<file path="src/hdl/unused_placeholder_none.sv">
// Intentionally empty of logic: holds no module.
// Assumes nothing.

</file>
<file path="src/hdl/buck_regs_pkg.sv">
// Register map, field positions and reset values of the buck regulator setting bank.
// Assumes a 24-bit register port indexed by the printed register numbers.
package buck_regs_pkg;

  // ----------------------------------------
  // Port widths
  // ----------------------------------------
  localparam int ADDR_W = 6;
  localparam int DATA_W = 24;

  // ----------------------------------------
  // Register indices
  // ----------------------------------------
  localparam logic [5:0] IDX_ONE_A     = 6'h18;
  localparam logic [5:0] IDX_TWO_THREE = 6'h19;
  localparam logic [5:0] IDX_FOUR      = 6'h1A;
  localparam logic [5:0] IDX_FIVE      = 6'h1B;
  localparam logic [5:0] IDX_MODE      = 6'h1C;

  // ----------------------------------------
  // Writable bit masks, unused bits stay zero
  // ----------------------------------------
  localparam logic [23:0] MASK_ONE_A     = 24'h000FFF;
  localparam logic [23:0] MASK_TWO_THREE = 24'h7DFFFF;
  localparam logic [23:0] MASK_FOUR      = 24'hFFFFFF;
  localparam logic [23:0] MASK_FIVE      = 24'h007C1F;
  localparam logic [23:0] MASK_MODE      = 24'hFFC0FF;

  // ----------------------------------------
  // Field positions
  // ----------------------------------------
  localparam int W6 = 6;
  localparam int W5 = 5;
  localparam int W4 = 4;
  localparam int W2 = 2;
  localparam int ONE_A_NORM_LSB = 0;
  localparam int ONE_A_STBY_LSB = 6;
  localparam int TWO_NORM_LSB   = 0;
  localparam int TWO_STBY_LSB   = 6;
  localparam int THREE_NORM_LSB = 12;
  localparam int THREE_STBY_LSB = 18;
  localparam int FOUR_A_NORM_LSB = 0;
  localparam int FOUR_A_STBY_LSB = 5;
  localparam int FOUR_A_HI_LSB   = 10;
  localparam int FOUR_B_NORM_LSB = 12;
  localparam int FOUR_B_STBY_LSB = 17;
  localparam int FOUR_B_HI_LSB   = 22;
  localparam int FIVE_NORM_LSB   = 0;
  localparam int FIVE_STBY_LSB   = 10;
  localparam int ONE_A_MODE_LSB  = 0;
  localparam int ONE_A_HOLD_BIT  = 4;
  localparam int ONE_A_OFF_BIT   = 5;
  localparam int ONE_SLEW_LSB    = 6;
  localparam int TWO_MODE_LSB    = 14;
  localparam int TWO_HOLD_BIT    = 18;
  localparam int TWO_OFF_BIT     = 19;
  localparam int TWO_SLEW_LSB    = 20;
  localparam int PLL_EN_BIT      = 22;
  localparam int PLL_MULT_BIT    = 23;

  // ----------------------------------------
  // Reset values
  // ----------------------------------------
  localparam int          FOUR_UPPER_LSB = 16;
  localparam int          FOUR_UPPER_W   = 8;
  localparam logic [7:0]  FOUR_UPPER_RST = 8'h00;
  localparam logic [3:0]  AUTO_PULSE_SKIP = 4'h8;
  localparam logic [1:0]  SLEW_RST        = 2'h1;
  localparam logic [23:0] MODE_RST        = 24'h520048;
  localparam logic [23:0] MODE_OFF_MASK   = 24'h0C0030;
  localparam logic [23:0] MODE_MAIN_MASK  = 24'hF3C0CF;
  localparam logic        PIN_IDLE        = 1'b1;

endpackage : buck_regs_pkg

</file>
<file path="src/hdl/pin_sync.sv">
// Three-stage synchroniser with agreement filter for slow pins.
// Assumes pins held stable for several clocks; idles high under reset.
`timescale 1ns/100ps
`default_nettype none
module pin_sync (
  // Clock and reset
  input  wire logic clk,
  input  wire logic reset,
  // Pin and filtered level
  input  wire logic pinIn,
  output logic      pinOut
);

  logic meta_r;
  logic s2_r;
  logic s3_r;

  // ----------------------------------------
  // Chain; meta_r feeds s2_r only
  // ----------------------------------------
  always_ff @(posedge clk or posedge reset) begin
    if (reset) begin
      meta_r <= buck_regs_pkg::PIN_IDLE;
      s2_r   <= buck_regs_pkg::PIN_IDLE;
      s3_r   <= buck_regs_pkg::PIN_IDLE;
      pinOut <= buck_regs_pkg::PIN_IDLE;
    end else begin
      meta_r <= pinIn;
      s2_r   <= meta_r;
      s3_r   <= s2_r;
      if (s2_r == s3_r) begin
        pinOut <= s3_r;
      end
    end
  end

endmodule : pin_sync
`default_nettype wire

</file>
<file path="src/hdl/buck_setting_regs.sv">
// Buck regulator voltage and operating mode register bank.
// Assumes a decoded register port from the serial control interface.
//
// Contract
// - Buck one-A normal code in bits 0-5, never reset.
// - Buck one-A standby code in bits 6-11; bits 12-23 read-only.
// - Buck two normal code in bits 0-5, untouched by resets.
// - Buck two standby code in bits 6-11.
// - Buck three normal code bits 12-16; bit 17 reads zero.
// - Buck three standby code bits 18-22; bit 23 reads zero.
// - Four-A normal 0-4, standby 5-9, high setting 10-11.
// - Four-B normal 12-16, standby 17-21, high setting 22-23.
// - Four register bits 16-23 main-reset; bits 0-15 never reset.
// - Five normal bits 0-4, standby 10-14; others read-only.
// - Five normal code bits 0-4 untouched by any reset.
// - One-A mode 0-3 default 8, hold/off bits off-reset, slew default 1.
// - Two mode 14-17, hold 18, off 19, slew 20-21; 8-13 zero.
// - Start-up reload sets mode fields from power-up select.
`timescale 1ns/100ps
`default_nettype none
module buck_setting_regs (
  // Clock and reset
  input  wire logic        clk,
  input  wire logic        reset,
  // Reset pins, asynchronous to clk
  input  wire logic        mainResetN,
  input  wire logic        offResetN,
  // Start-up sequencer
  input  wire logic        startupReload,
  input  wire logic [3:0]  powerupModeSelect,
  // Register port
  input  wire logic [5:0]  regAddr,
  input  wire logic        regWrite,
  input  wire logic [23:0] regWrData,
  input  wire logic        regRead,
  output logic [23:0]      regRdData,
  output logic             regRdValid,
  // Regulator settings
  output logic [5:0]       buckOneANormal,
  output logic [5:0]       buckOneAStandby,
  output logic [5:0]       buckTwoNormal,
  output logic [5:0]       buckTwoStandby,
  output logic [4:0]       buckThreeNormal,
  output logic [4:0]       buckThreeStandby,
  output logic [4:0]       buckFourANormal,
  output logic [4:0]       buckFourAStandby,
  output logic [1:0]       buckFourAHighSetting,
  output logic [4:0]       buckFourBNormal,
  output logic [4:0]       buckFourBStandby,
  output logic [1:0]       buckFourBHighSetting,
  output logic [4:0]       buckFiveNormal,
  output logic [4:0]       buckFiveStandby,
  output logic [3:0]       buckOneAMode,
  output logic             buckOneAMemoryHold,
  output logic             buckOneAUserOff,
  output logic [1:0]       buckOneSlewSpeed,
  output logic [3:0]       buckTwoMode,
  output logic             buckTwoMemoryHold,
  output logic             buckTwoUserOff,
  output logic [1:0]       buckTwoSlewSpeed,
  output logic             switcherPllEnable,
  output logic             switcherPllMultiplier
);

  logic [23:0] oneA_r;
  logic [23:0] twoThree_r;
  logic [15:0] fourLow_r;
  logic [7:0]  fourUpper_r;
  logic [23:0] five_r;
  logic [23:0] mode_r;
  logic [23:0] mode_nxt;
  logic [23:0] rdMux;
  logic        mainSyncN;
  logic        offSyncN;
  logic        mainHit;
  logic        offHit;
  logic        wrOneA;
  logic        wrTwoThree;
  logic        wrFour;
  logic        wrFive;
  logic        wrMode;
  logic [23:0] four;
  logic [23:0] reloadMode;

  // ----------------------------------------
  // Reset pin synchronisers
  // ----------------------------------------
  pin_sync mainSync (
    .clk    (clk),
    .reset  (reset),
    .pinIn  (mainResetN),
    .pinOut (mainSyncN)
  );
  pin_sync offSync (
    .clk    (clk),
    .reset  (reset),
    .pinIn  (offResetN),
    .pinOut (offSyncN)
  );

  assign mainHit = ~mainSyncN;
  assign offHit  = ~offSyncN;

  // ----------------------------------------
  // Write decode
  // ----------------------------------------
  assign wrOneA     = regWrite && (regAddr == buck_regs_pkg::IDX_ONE_A);
  assign wrTwoThree = regWrite && (regAddr == buck_regs_pkg::IDX_TWO_THREE);
  assign wrFour     = regWrite && (regAddr == buck_regs_pkg::IDX_FOUR);
  assign wrFive     = regWrite && (regAddr == buck_regs_pkg::IDX_FIVE);
  assign wrMode     = regWrite && (regAddr == buck_regs_pkg::IDX_MODE);

  // ----------------------------------------
  // Voltage codes
  // ----------------------------------------
  // No reset on purpose: codes survive every reset so rails stay put
  always_ff @(posedge clk) begin
    if (wrOneA) begin
      oneA_r <= regWrData & buck_regs_pkg::MASK_ONE_A;
    end
    if (wrTwoThree) begin
      twoThree_r <= regWrData & buck_regs_pkg::MASK_TWO_THREE;
    end
    if (wrFour) begin
      fourLow_r <= regWrData[buck_regs_pkg::FOUR_A_NORM_LSB +: buck_regs_pkg::FOUR_UPPER_LSB];
    end
    if (wrFive) begin
      five_r <= regWrData & buck_regs_pkg::MASK_FIVE;
    end
  end

  // Upper byte of the four register splits four-B normal code at bit 16
  always_ff @(posedge clk or posedge reset) begin
    if (reset) begin
      fourUpper_r <= buck_regs_pkg::FOUR_UPPER_RST;
    end else if (mainHit) begin
      fourUpper_r <= buck_regs_pkg::FOUR_UPPER_RST;
    end else if (wrFour) begin
      fourUpper_r <= regWrData[buck_regs_pkg::FOUR_UPPER_LSB +: buck_regs_pkg::FOUR_UPPER_W];
    end
  end

  assign four = {fourUpper_r, fourLow_r};

  // ----------------------------------------
  // Mode register
  // ----------------------------------------
  assign reloadMode = mode_r;

  always_comb begin
    mode_nxt = mode_r;
    if (wrMode) begin
      mode_nxt = regWrData & buck_regs_pkg::MASK_MODE;
    end
    if (startupReload) begin
      mode_nxt[buck_regs_pkg::ONE_A_MODE_LSB +: buck_regs_pkg::W4] = powerupModeSelect;
      mode_nxt[buck_regs_pkg::TWO_MODE_LSB +: buck_regs_pkg::W4]   = powerupModeSelect;
    end
    if (offHit) begin
      mode_nxt = mode_nxt & ~buck_regs_pkg::MODE_OFF_MASK;
    end
    if (mainHit) begin
      mode_nxt = (mode_nxt & buck_regs_pkg::MODE_OFF_MASK)
               | (buck_regs_pkg::MODE_RST & buck_regs_pkg::MODE_MAIN_MASK);
    end
  end

  always_ff @(posedge clk or posedge reset) begin
    if (reset) begin
      mode_r <= buck_regs_pkg::MODE_RST;
    end else begin
      mode_r <= mode_nxt;
    end
  end

  // ----------------------------------------
  // Read port
  // ----------------------------------------
  // Unmapped indices read zero
  assign rdMux = (regAddr == buck_regs_pkg::IDX_ONE_A)     ? oneA_r :
                 (regAddr == buck_regs_pkg::IDX_TWO_THREE) ? twoThree_r :
                 (regAddr == buck_regs_pkg::IDX_FOUR)      ? four :
                 (regAddr == buck_regs_pkg::IDX_FIVE)      ? five_r :
                 (regAddr == buck_regs_pkg::IDX_MODE)      ? reloadMode : '0;

  always_ff @(posedge clk or posedge reset) begin
    if (reset) begin
      regRdData  <= '0;
      regRdValid <= 1'b0;
    end else begin
      regRdValid <= regRead;
      if (regRead) begin
        regRdData <= rdMux;
      end
    end
  end

  // ----------------------------------------
  // Field outputs
  // ----------------------------------------
  assign buckOneANormal       = oneA_r[buck_regs_pkg::ONE_A_NORM_LSB +: buck_regs_pkg::W6];
  assign buckOneAStandby      = oneA_r[buck_regs_pkg::ONE_A_STBY_LSB +: buck_regs_pkg::W6];
  assign buckTwoNormal        = twoThree_r[buck_regs_pkg::TWO_NORM_LSB +: buck_regs_pkg::W6];
  assign buckTwoStandby       = twoThree_r[buck_regs_pkg::TWO_STBY_LSB +: buck_regs_pkg::W6];
  assign buckThreeNormal      = twoThree_r[buck_regs_pkg::THREE_NORM_LSB +: buck_regs_pkg::W5];
  assign buckThreeStandby     = twoThree_r[buck_regs_pkg::THREE_STBY_LSB +: buck_regs_pkg::W5];
  assign buckFourANormal      = four[buck_regs_pkg::FOUR_A_NORM_LSB +: buck_regs_pkg::W5];
  assign buckFourAStandby     = four[buck_regs_pkg::FOUR_A_STBY_LSB +: buck_regs_pkg::W5];
  assign buckFourAHighSetting = four[buck_regs_pkg::FOUR_A_HI_LSB +: buck_regs_pkg::W2];
  assign buckFourBNormal      = four[buck_regs_pkg::FOUR_B_NORM_LSB +: buck_regs_pkg::W5];
  assign buckFourBStandby     = four[buck_regs_pkg::FOUR_B_STBY_LSB +: buck_regs_pkg::W5];
  assign buckFourBHighSetting = four[buck_regs_pkg::FOUR_B_HI_LSB +: buck_regs_pkg::W2];
  assign buckFiveNormal       = five_r[buck_regs_pkg::FIVE_NORM_LSB +: buck_regs_pkg::W5];
  assign buckFiveStandby      = five_r[buck_regs_pkg::FIVE_STBY_LSB +: buck_regs_pkg::W5];
  assign buckOneAMode         = mode_r[buck_regs_pkg::ONE_A_MODE_LSB +: buck_regs_pkg::W4];
  assign buckOneAMemoryHold   = mode_r[buck_regs_pkg::ONE_A_HOLD_BIT];
  assign buckOneAUserOff      = mode_r[buck_regs_pkg::ONE_A_OFF_BIT];
  assign buckOneSlewSpeed     = mode_r[buck_regs_pkg::ONE_SLEW_LSB +: buck_regs_pkg::W2];
  assign buckTwoMode          = mode_r[buck_regs_pkg::TWO_MODE_LSB +: buck_regs_pkg::W4];
  assign buckTwoMemoryHold    = mode_r[buck_regs_pkg::TWO_HOLD_BIT];
  assign buckTwoUserOff       = mode_r[buck_regs_pkg::TWO_OFF_BIT];
  assign buckTwoSlewSpeed     = mode_r[buck_regs_pkg::TWO_SLEW_LSB +: buck_regs_pkg::W2];
  assign switcherPllEnable    = mode_r[buck_regs_pkg::PLL_EN_BIT];
  assign switcherPllMultiplier = mode_r[buck_regs_pkg::PLL_MULT_BIT];
endmodule : buck_setting_regs
`default_nettype wire

</file>
<file path="config.mk">
export PLATFORM = sky130hd
export DESIGN_NAME = buck_setting_regs
export DESIGN_NICKNAME = d
export VERILOG_FILES = /design/src/hdl/unused_placeholder_none.sv /design/src/hdl/buck_regs_pkg.sv /design/src/hdl/pin_sync.sv /design/src/hdl/buck_setting_regs.sv
export SDC_FILE = /design/constraint.sdc
export NUM_CORES = 1
export LEC_CHECK = 0
export ABC_AREA = 1
export ABC_CLOCK_PERIOD_IN_PS = 2200
export BUFFER_PORTS_ARGS = -buffer_cell sky130_fd_sc_hd__buf_4
export CORE_UTILIZATION = 50
export CTS_BUF_LIST = sky130_fd_sc_hd__clkbuf_16
export CTS_CLUSTER_DIAMETER = 200
export DETAILED_ROUTE_END_ITERATION = 12
export GPL_TIMING_DRIVEN = 0
export PLACE_DENSITY = 0.78
export SYNTH_ARGS = -nofsm -noshare
export SYNTH_HDL_FRONTEND = slang
export SYNTH_SLANG_ARGS = --single-unit
</file>
<file path="constraint.sdc">
create_clock -name clk -period 2.2 [get_ports clk]
set_clock_uncertainty 0.2 [all_clocks]
set_input_delay 0 -clock clk [delete_from_list [all_inputs] [get_ports clk]]
set_output_delay 0 -clock clk [all_outputs]
set_load 0.03 [all_outputs]
</file>
======== Yosys cells after proc, flatten, opt, wreduce, memory -nomap -nowiden ========
Index checks and enable logic that the tools add are counted.
storage, ports and cells
  input bits .............................. 41
  register bits after elaboration ......... 125
operators by class
  mux-type cells .......................... 12
  reductions and logical operators ........ 5
  eq/ne operators ......................... 8
operators with widths
  kind                                                  count
  two-way mux 24 bit                                    7
  equality test 6 x 5 -> 1 bit (second input constant)  5
  two-way mux 20 bit                                    1
  two-way mux 8 bit                                     2
  two-way mux 4 bit                                     2
  logical AND 1 bit                                     5
  equality test 1 bit                                   2
  != test 2 bit (second input constant)                 1

======== Longest topological paths before layout ========
  word-level depth ........................ 6
  mapped depth ............................ 10
  mapped depth without buffers ............ 9

======== Cells and area by module ========
A second synthesis with hierarchy kept.
second synthesis, totals
  cells, all modules ...................... 486
  area, all modules ....................... 4892.2 sq um
modules (own cells, without submodules)
  module             seq. area each (sq um)  area an instance (sq um)  cells an instance  instances
  buck_setting_regs  3084.2                  4642.0                    468                1
  pin_sync           105.1                   125.1                     9                  2

======== Worst setup path after synthesis ========
No wires, ideal clock.
  path kind ............................... in2reg
  start ................................... input port regAddr[2]
  end ..................................... register twoThree_r[0], enable pin
  stages on the path ...................... 6
  library setup time ...................... 401 ps
  data arrival time ....................... 1527 ps
  setup slack ............................. 72 ps
  path through ............................ inv_1 > nand2_2 > nor2_2 > nand3_1 > buf_2 > nor2_1
on the way
  word-level cells in the longest chain between the ends .. 2
ends and longest elaborated chain
  element                       line                      source
  start, declared               buck_setting_regs.sv:32   input wire logic [5:0] regAddr,
  equality test 6 x 5 -> 1 bit  buck_setting_regs.sv:108  assign wrTwoThree = regWrite && (regAddr == buck_regs_pkg::IDX_TWO_THREE);
  logical AND 1 bit             buck_setting_regs.sv:108
  named net wrTwoThree          buck_setting_regs.sv:78   logic wrTwoThree;
  end signal, assigned          buck_setting_regs.sv:122  twoThree_r <= regWrData & buck_regs_pkg::MASK_TWO_THREE;
  end, declared                 buck_setting_regs.sv:66   logic [23:0] twoThree_r;
The timed path passes the listed nets, and every way through them passes these cells.
A chain may end at the register's enable or synchronous reset.

======== Worst setup path after layout ========
  start ................................... input port regAddr[1]
  end ..................................... register fourUpper_r[1]
on the way
  word-level cells in the longest chain between the ends .. 3
ends and longest elaborated chain
  element                         line                      source
  equality test 6 x 5 -> 1 bit    buck_setting_regs.sv:109  assign wrFour = regWrite && (regAddr == buck_regs_pkg::IDX_FOUR);
  logical AND 1 bit               buck_setting_regs.sv:109
  named net wrFour                buck_setting_regs.sv:79   logic wrFour;
  != test 2 bit (no source line)  n/a
  end signal, assigned            buck_setting_regs.sv:135  fourUpper_r <= buck_regs_pkg::FOUR_UPPER_RST;
  end signal, assigned            buck_setting_regs.sv:137  fourUpper_r <= buck_regs_pkg::FOUR_UPPER_RST;
  end signal, assigned            buck_setting_regs.sv:139  fourUpper_r <= regWrData[buck_regs_pkg::FOUR_UPPER_LSB +: buck_regs_pkg::FOUR_UPPER_W];
  end, declared                   buck_setting_regs.sv:68   logic [7:0] fourUpper_r;
The timed path passes the listed nets, and every way through them passes these cells.

==> reports/results.ini <==
[status]
status = complete, no violations

[die]
die_w_um = 101
die_area_um2 = 10100
io_pins = 152
die_y_um = 101
coreArea_um2 = 9330
initial_core_util_pct = 52.2
rows = 35

[route]
drc = 0
wl_met2_um = 8040
drt_iter0_drc = 248
met3WireLength_um = 1360
firstDrtPassIters = 5
ant_nets = 0
post_drt_wl_per_cell_um = 18.6
met1_length_um = 5940
dr_total_vias = 4483
routed_wirelength_um = 15700
via_per_inst = 5.32
top_layer = met4

[clocking]
numCtsBuffers = 17
htree_levels = 4
cts_buffer_depth = 2
cts_tree = yes
cts.sinks = 119
clk_pin_slew_ns = 0.05
cts_root_buffer = clkbuf_16
clock_latency_ns = 0.42
postCtsSetupBuffers = 0

[yosys]
synth_area_leaders = edfxtp_1, dfrtp_1, nand2_1
synth_top_area_share_pct = 37.0
ys_types = 30
syn_inst = 476
yosysWarnings = 0
synthesis.nets = 517
yosysSeqAreaShare_pct = 67.7
synth_area_um2 = 4870
yosys.area.top_type = edfxtp_1
syn_avg_cell_area_um2 = 10.2
synth-seq-cells = 119

[worst_setup_path]
crit_fanout = 23
max_stage_delay_ns = 0.68
path_buf_inv = 4
cp.required_ns = 2.28
startpoint_type = primary input
crit_family = simple AND/OR/NAND/NOR gates
end_kind = flip-flop
crit_chain = buf_4, inv_1, nor2_1, dlygate4sd3_1, nand3_2, nor2_4, nor2_2, inv_2, o21ai_0
worstPathArrival_ns = 2.11
rrSetupSlack_ns = 0.38
setup.worst_path.class = primary input to flip-flop
cp_slowest_cell = nor2_4

[global_routing]
grt_max_degree = 39
antenna_found_initial = 0
grt_pass1_wl_um = 24200
grt_pass1_vias = 4722
grt_overflow = 0
track_usage_pct = 33.0

[placed_design]
numPortBuffers = 151
place_congestion = 0.870
dpl.hpwl_um = 10100

[sta]
finalHoldViolCount = 0
tightestPinTransition_ns = 1.21
period_minus_slack_ns = 2.03
final-setup-viol-count = 0
slew_headroom_pct = 19.0
hold_slack_ns = 0.00485
slew_viol_final = 0
fmax_ghz = 0.493
rsz0062_at_grt = no
timing.final.crit_share_pct = 92.2

[finish]
fin_util_pct = 79.1
syn2layout_area_growth_pct = 51.6
finalNetCount = 742
drive_gt1_share_pct = 31.7
layout_common_cells = nand2_1, buf_4, edfxtp_1
antenna_cells = 0
final_common_cell = nand2_1
n_fill_cell = 576

[power]
vdd_ir_drop_max_mv = 0.485
powerDensity_nw_per_um2 = 799
power_leakage_nw = 3.47
power.total_w = 0.00590

[min_path]
hold_class = primary input to flip-flop

[flow_run]
drv_cap = 0

## logic make-up (layout without fill, tap and decap cells)
group	Yosys count	in the layout	synth area share (%)
buf+inv	38	276	3.26
simple gates	280	280	24.7
flops	119	119	67.7
fa+ha+maj	2	2	0.411
compound gates	37	37	3.93
## path summary, 6_finish.rpt
kind | from | end | depth (start not counted)
max | regAddr[1] | fourUpper_r[1] | 9
min | regAddr[2] | mode_r[19] | 5
max reg2reg | mainSync.pinOut | mode_r[16] | 5
min reg2reg | offSync.meta_r | offSync.s2_r | 0
max in group asynchronous | reset | mode_r[22] | 5
min in group asynchronous | reset | mode_r[15] | 4
## stage by stage
stage	std cells	setup TNS, ns	setup slack, ns	instance area, um^2
2_1_floorplan	476	0	0.0719	4870
3_3_place_gp	756	-40.54	-0.942	6160
3_5_place_dp	759	0	0.0281	6230
4_1_cts	844	0	0.0151	7380
5_1_grt	843	0	0.0506	7380
6_report	843	0	0.171	7380
## report_power, final
part / switching (W) / leakage, nW / internal, W
logic: 0.000328 / 1.86 / 0.000217
registers: 0.0000493 / 1.30 / 0.00242
clock network: 0.000982 / 0.308 / 0.00190
## worst min-delay path, stage by stage
cell	delay, ns
buf_4	0.11
nand2_1	0.12
nor2_4	0.09
nand2_1	0.14
a211oi_1	0.10
## flip-flops by register name (all words and copies together) (netlist names), 8 cells and up
register / flops
regRdData: 24
twoThree_r: 22
mode_r: 18
fourLow_r: 16
oneA_r: 12
five_r: 10
fourUpper_r: 8
## cell usage after synthesis
cell,number
nand2_4,1
nand2_2,2
inv_2,5
nor3_2,1
o21ai_1,6
maj3_1,2
dfstp_2,13
nand2_1,185
o22ai_1,1
clkinv_1,2
buf_4,1
dfrtp_1,46
nor2_2,4
or2_2,1
o21ai_0,16
o211ai_1,1
nand3_1,35
nor4_1,1
nor2_8,1
buf_2,4
nand4_1,3
a211oi_1,1
buf_6,1
edfxtp_1,60
inv_1,21
clkbuf_1,4
a21oi_1,12
nand3_2,2
nor2_1,39
nor2_4,5
## area by class of cell
class	count	area (um^2)	share of cell area, %
plain buffers	10	53.8	0.729
flip-flops and latches	119	3290	44.6
repair buffers	206	1710	23.2
well taps	129	161	2.19
clock buffers	19	475	6.44
clock inverters	13	149	2.02
inverters	28	105	1.42
multi-input cells	319	1430	19.3
## layer usage
metal | vias to the layer above | track usage [%]
met5 | - | 0
met4 | 0 | 14.3
met3 | 28 | 9.36
met2 | 254 | 57.2
met1 | 2174 | 38.5
li1 | 2027 | -
## what timing repair did
| action | in CTS | in global routing |
|---|---|---|
| hold buffers | 53 | 0 |
| resized for setup | 0 | 1 |
| hold endpoints to repair | 155 | 0 |
| setup endpoints to repair | 0 | 19 |
No activity file was read; power rests on OpenSTA's default activity.
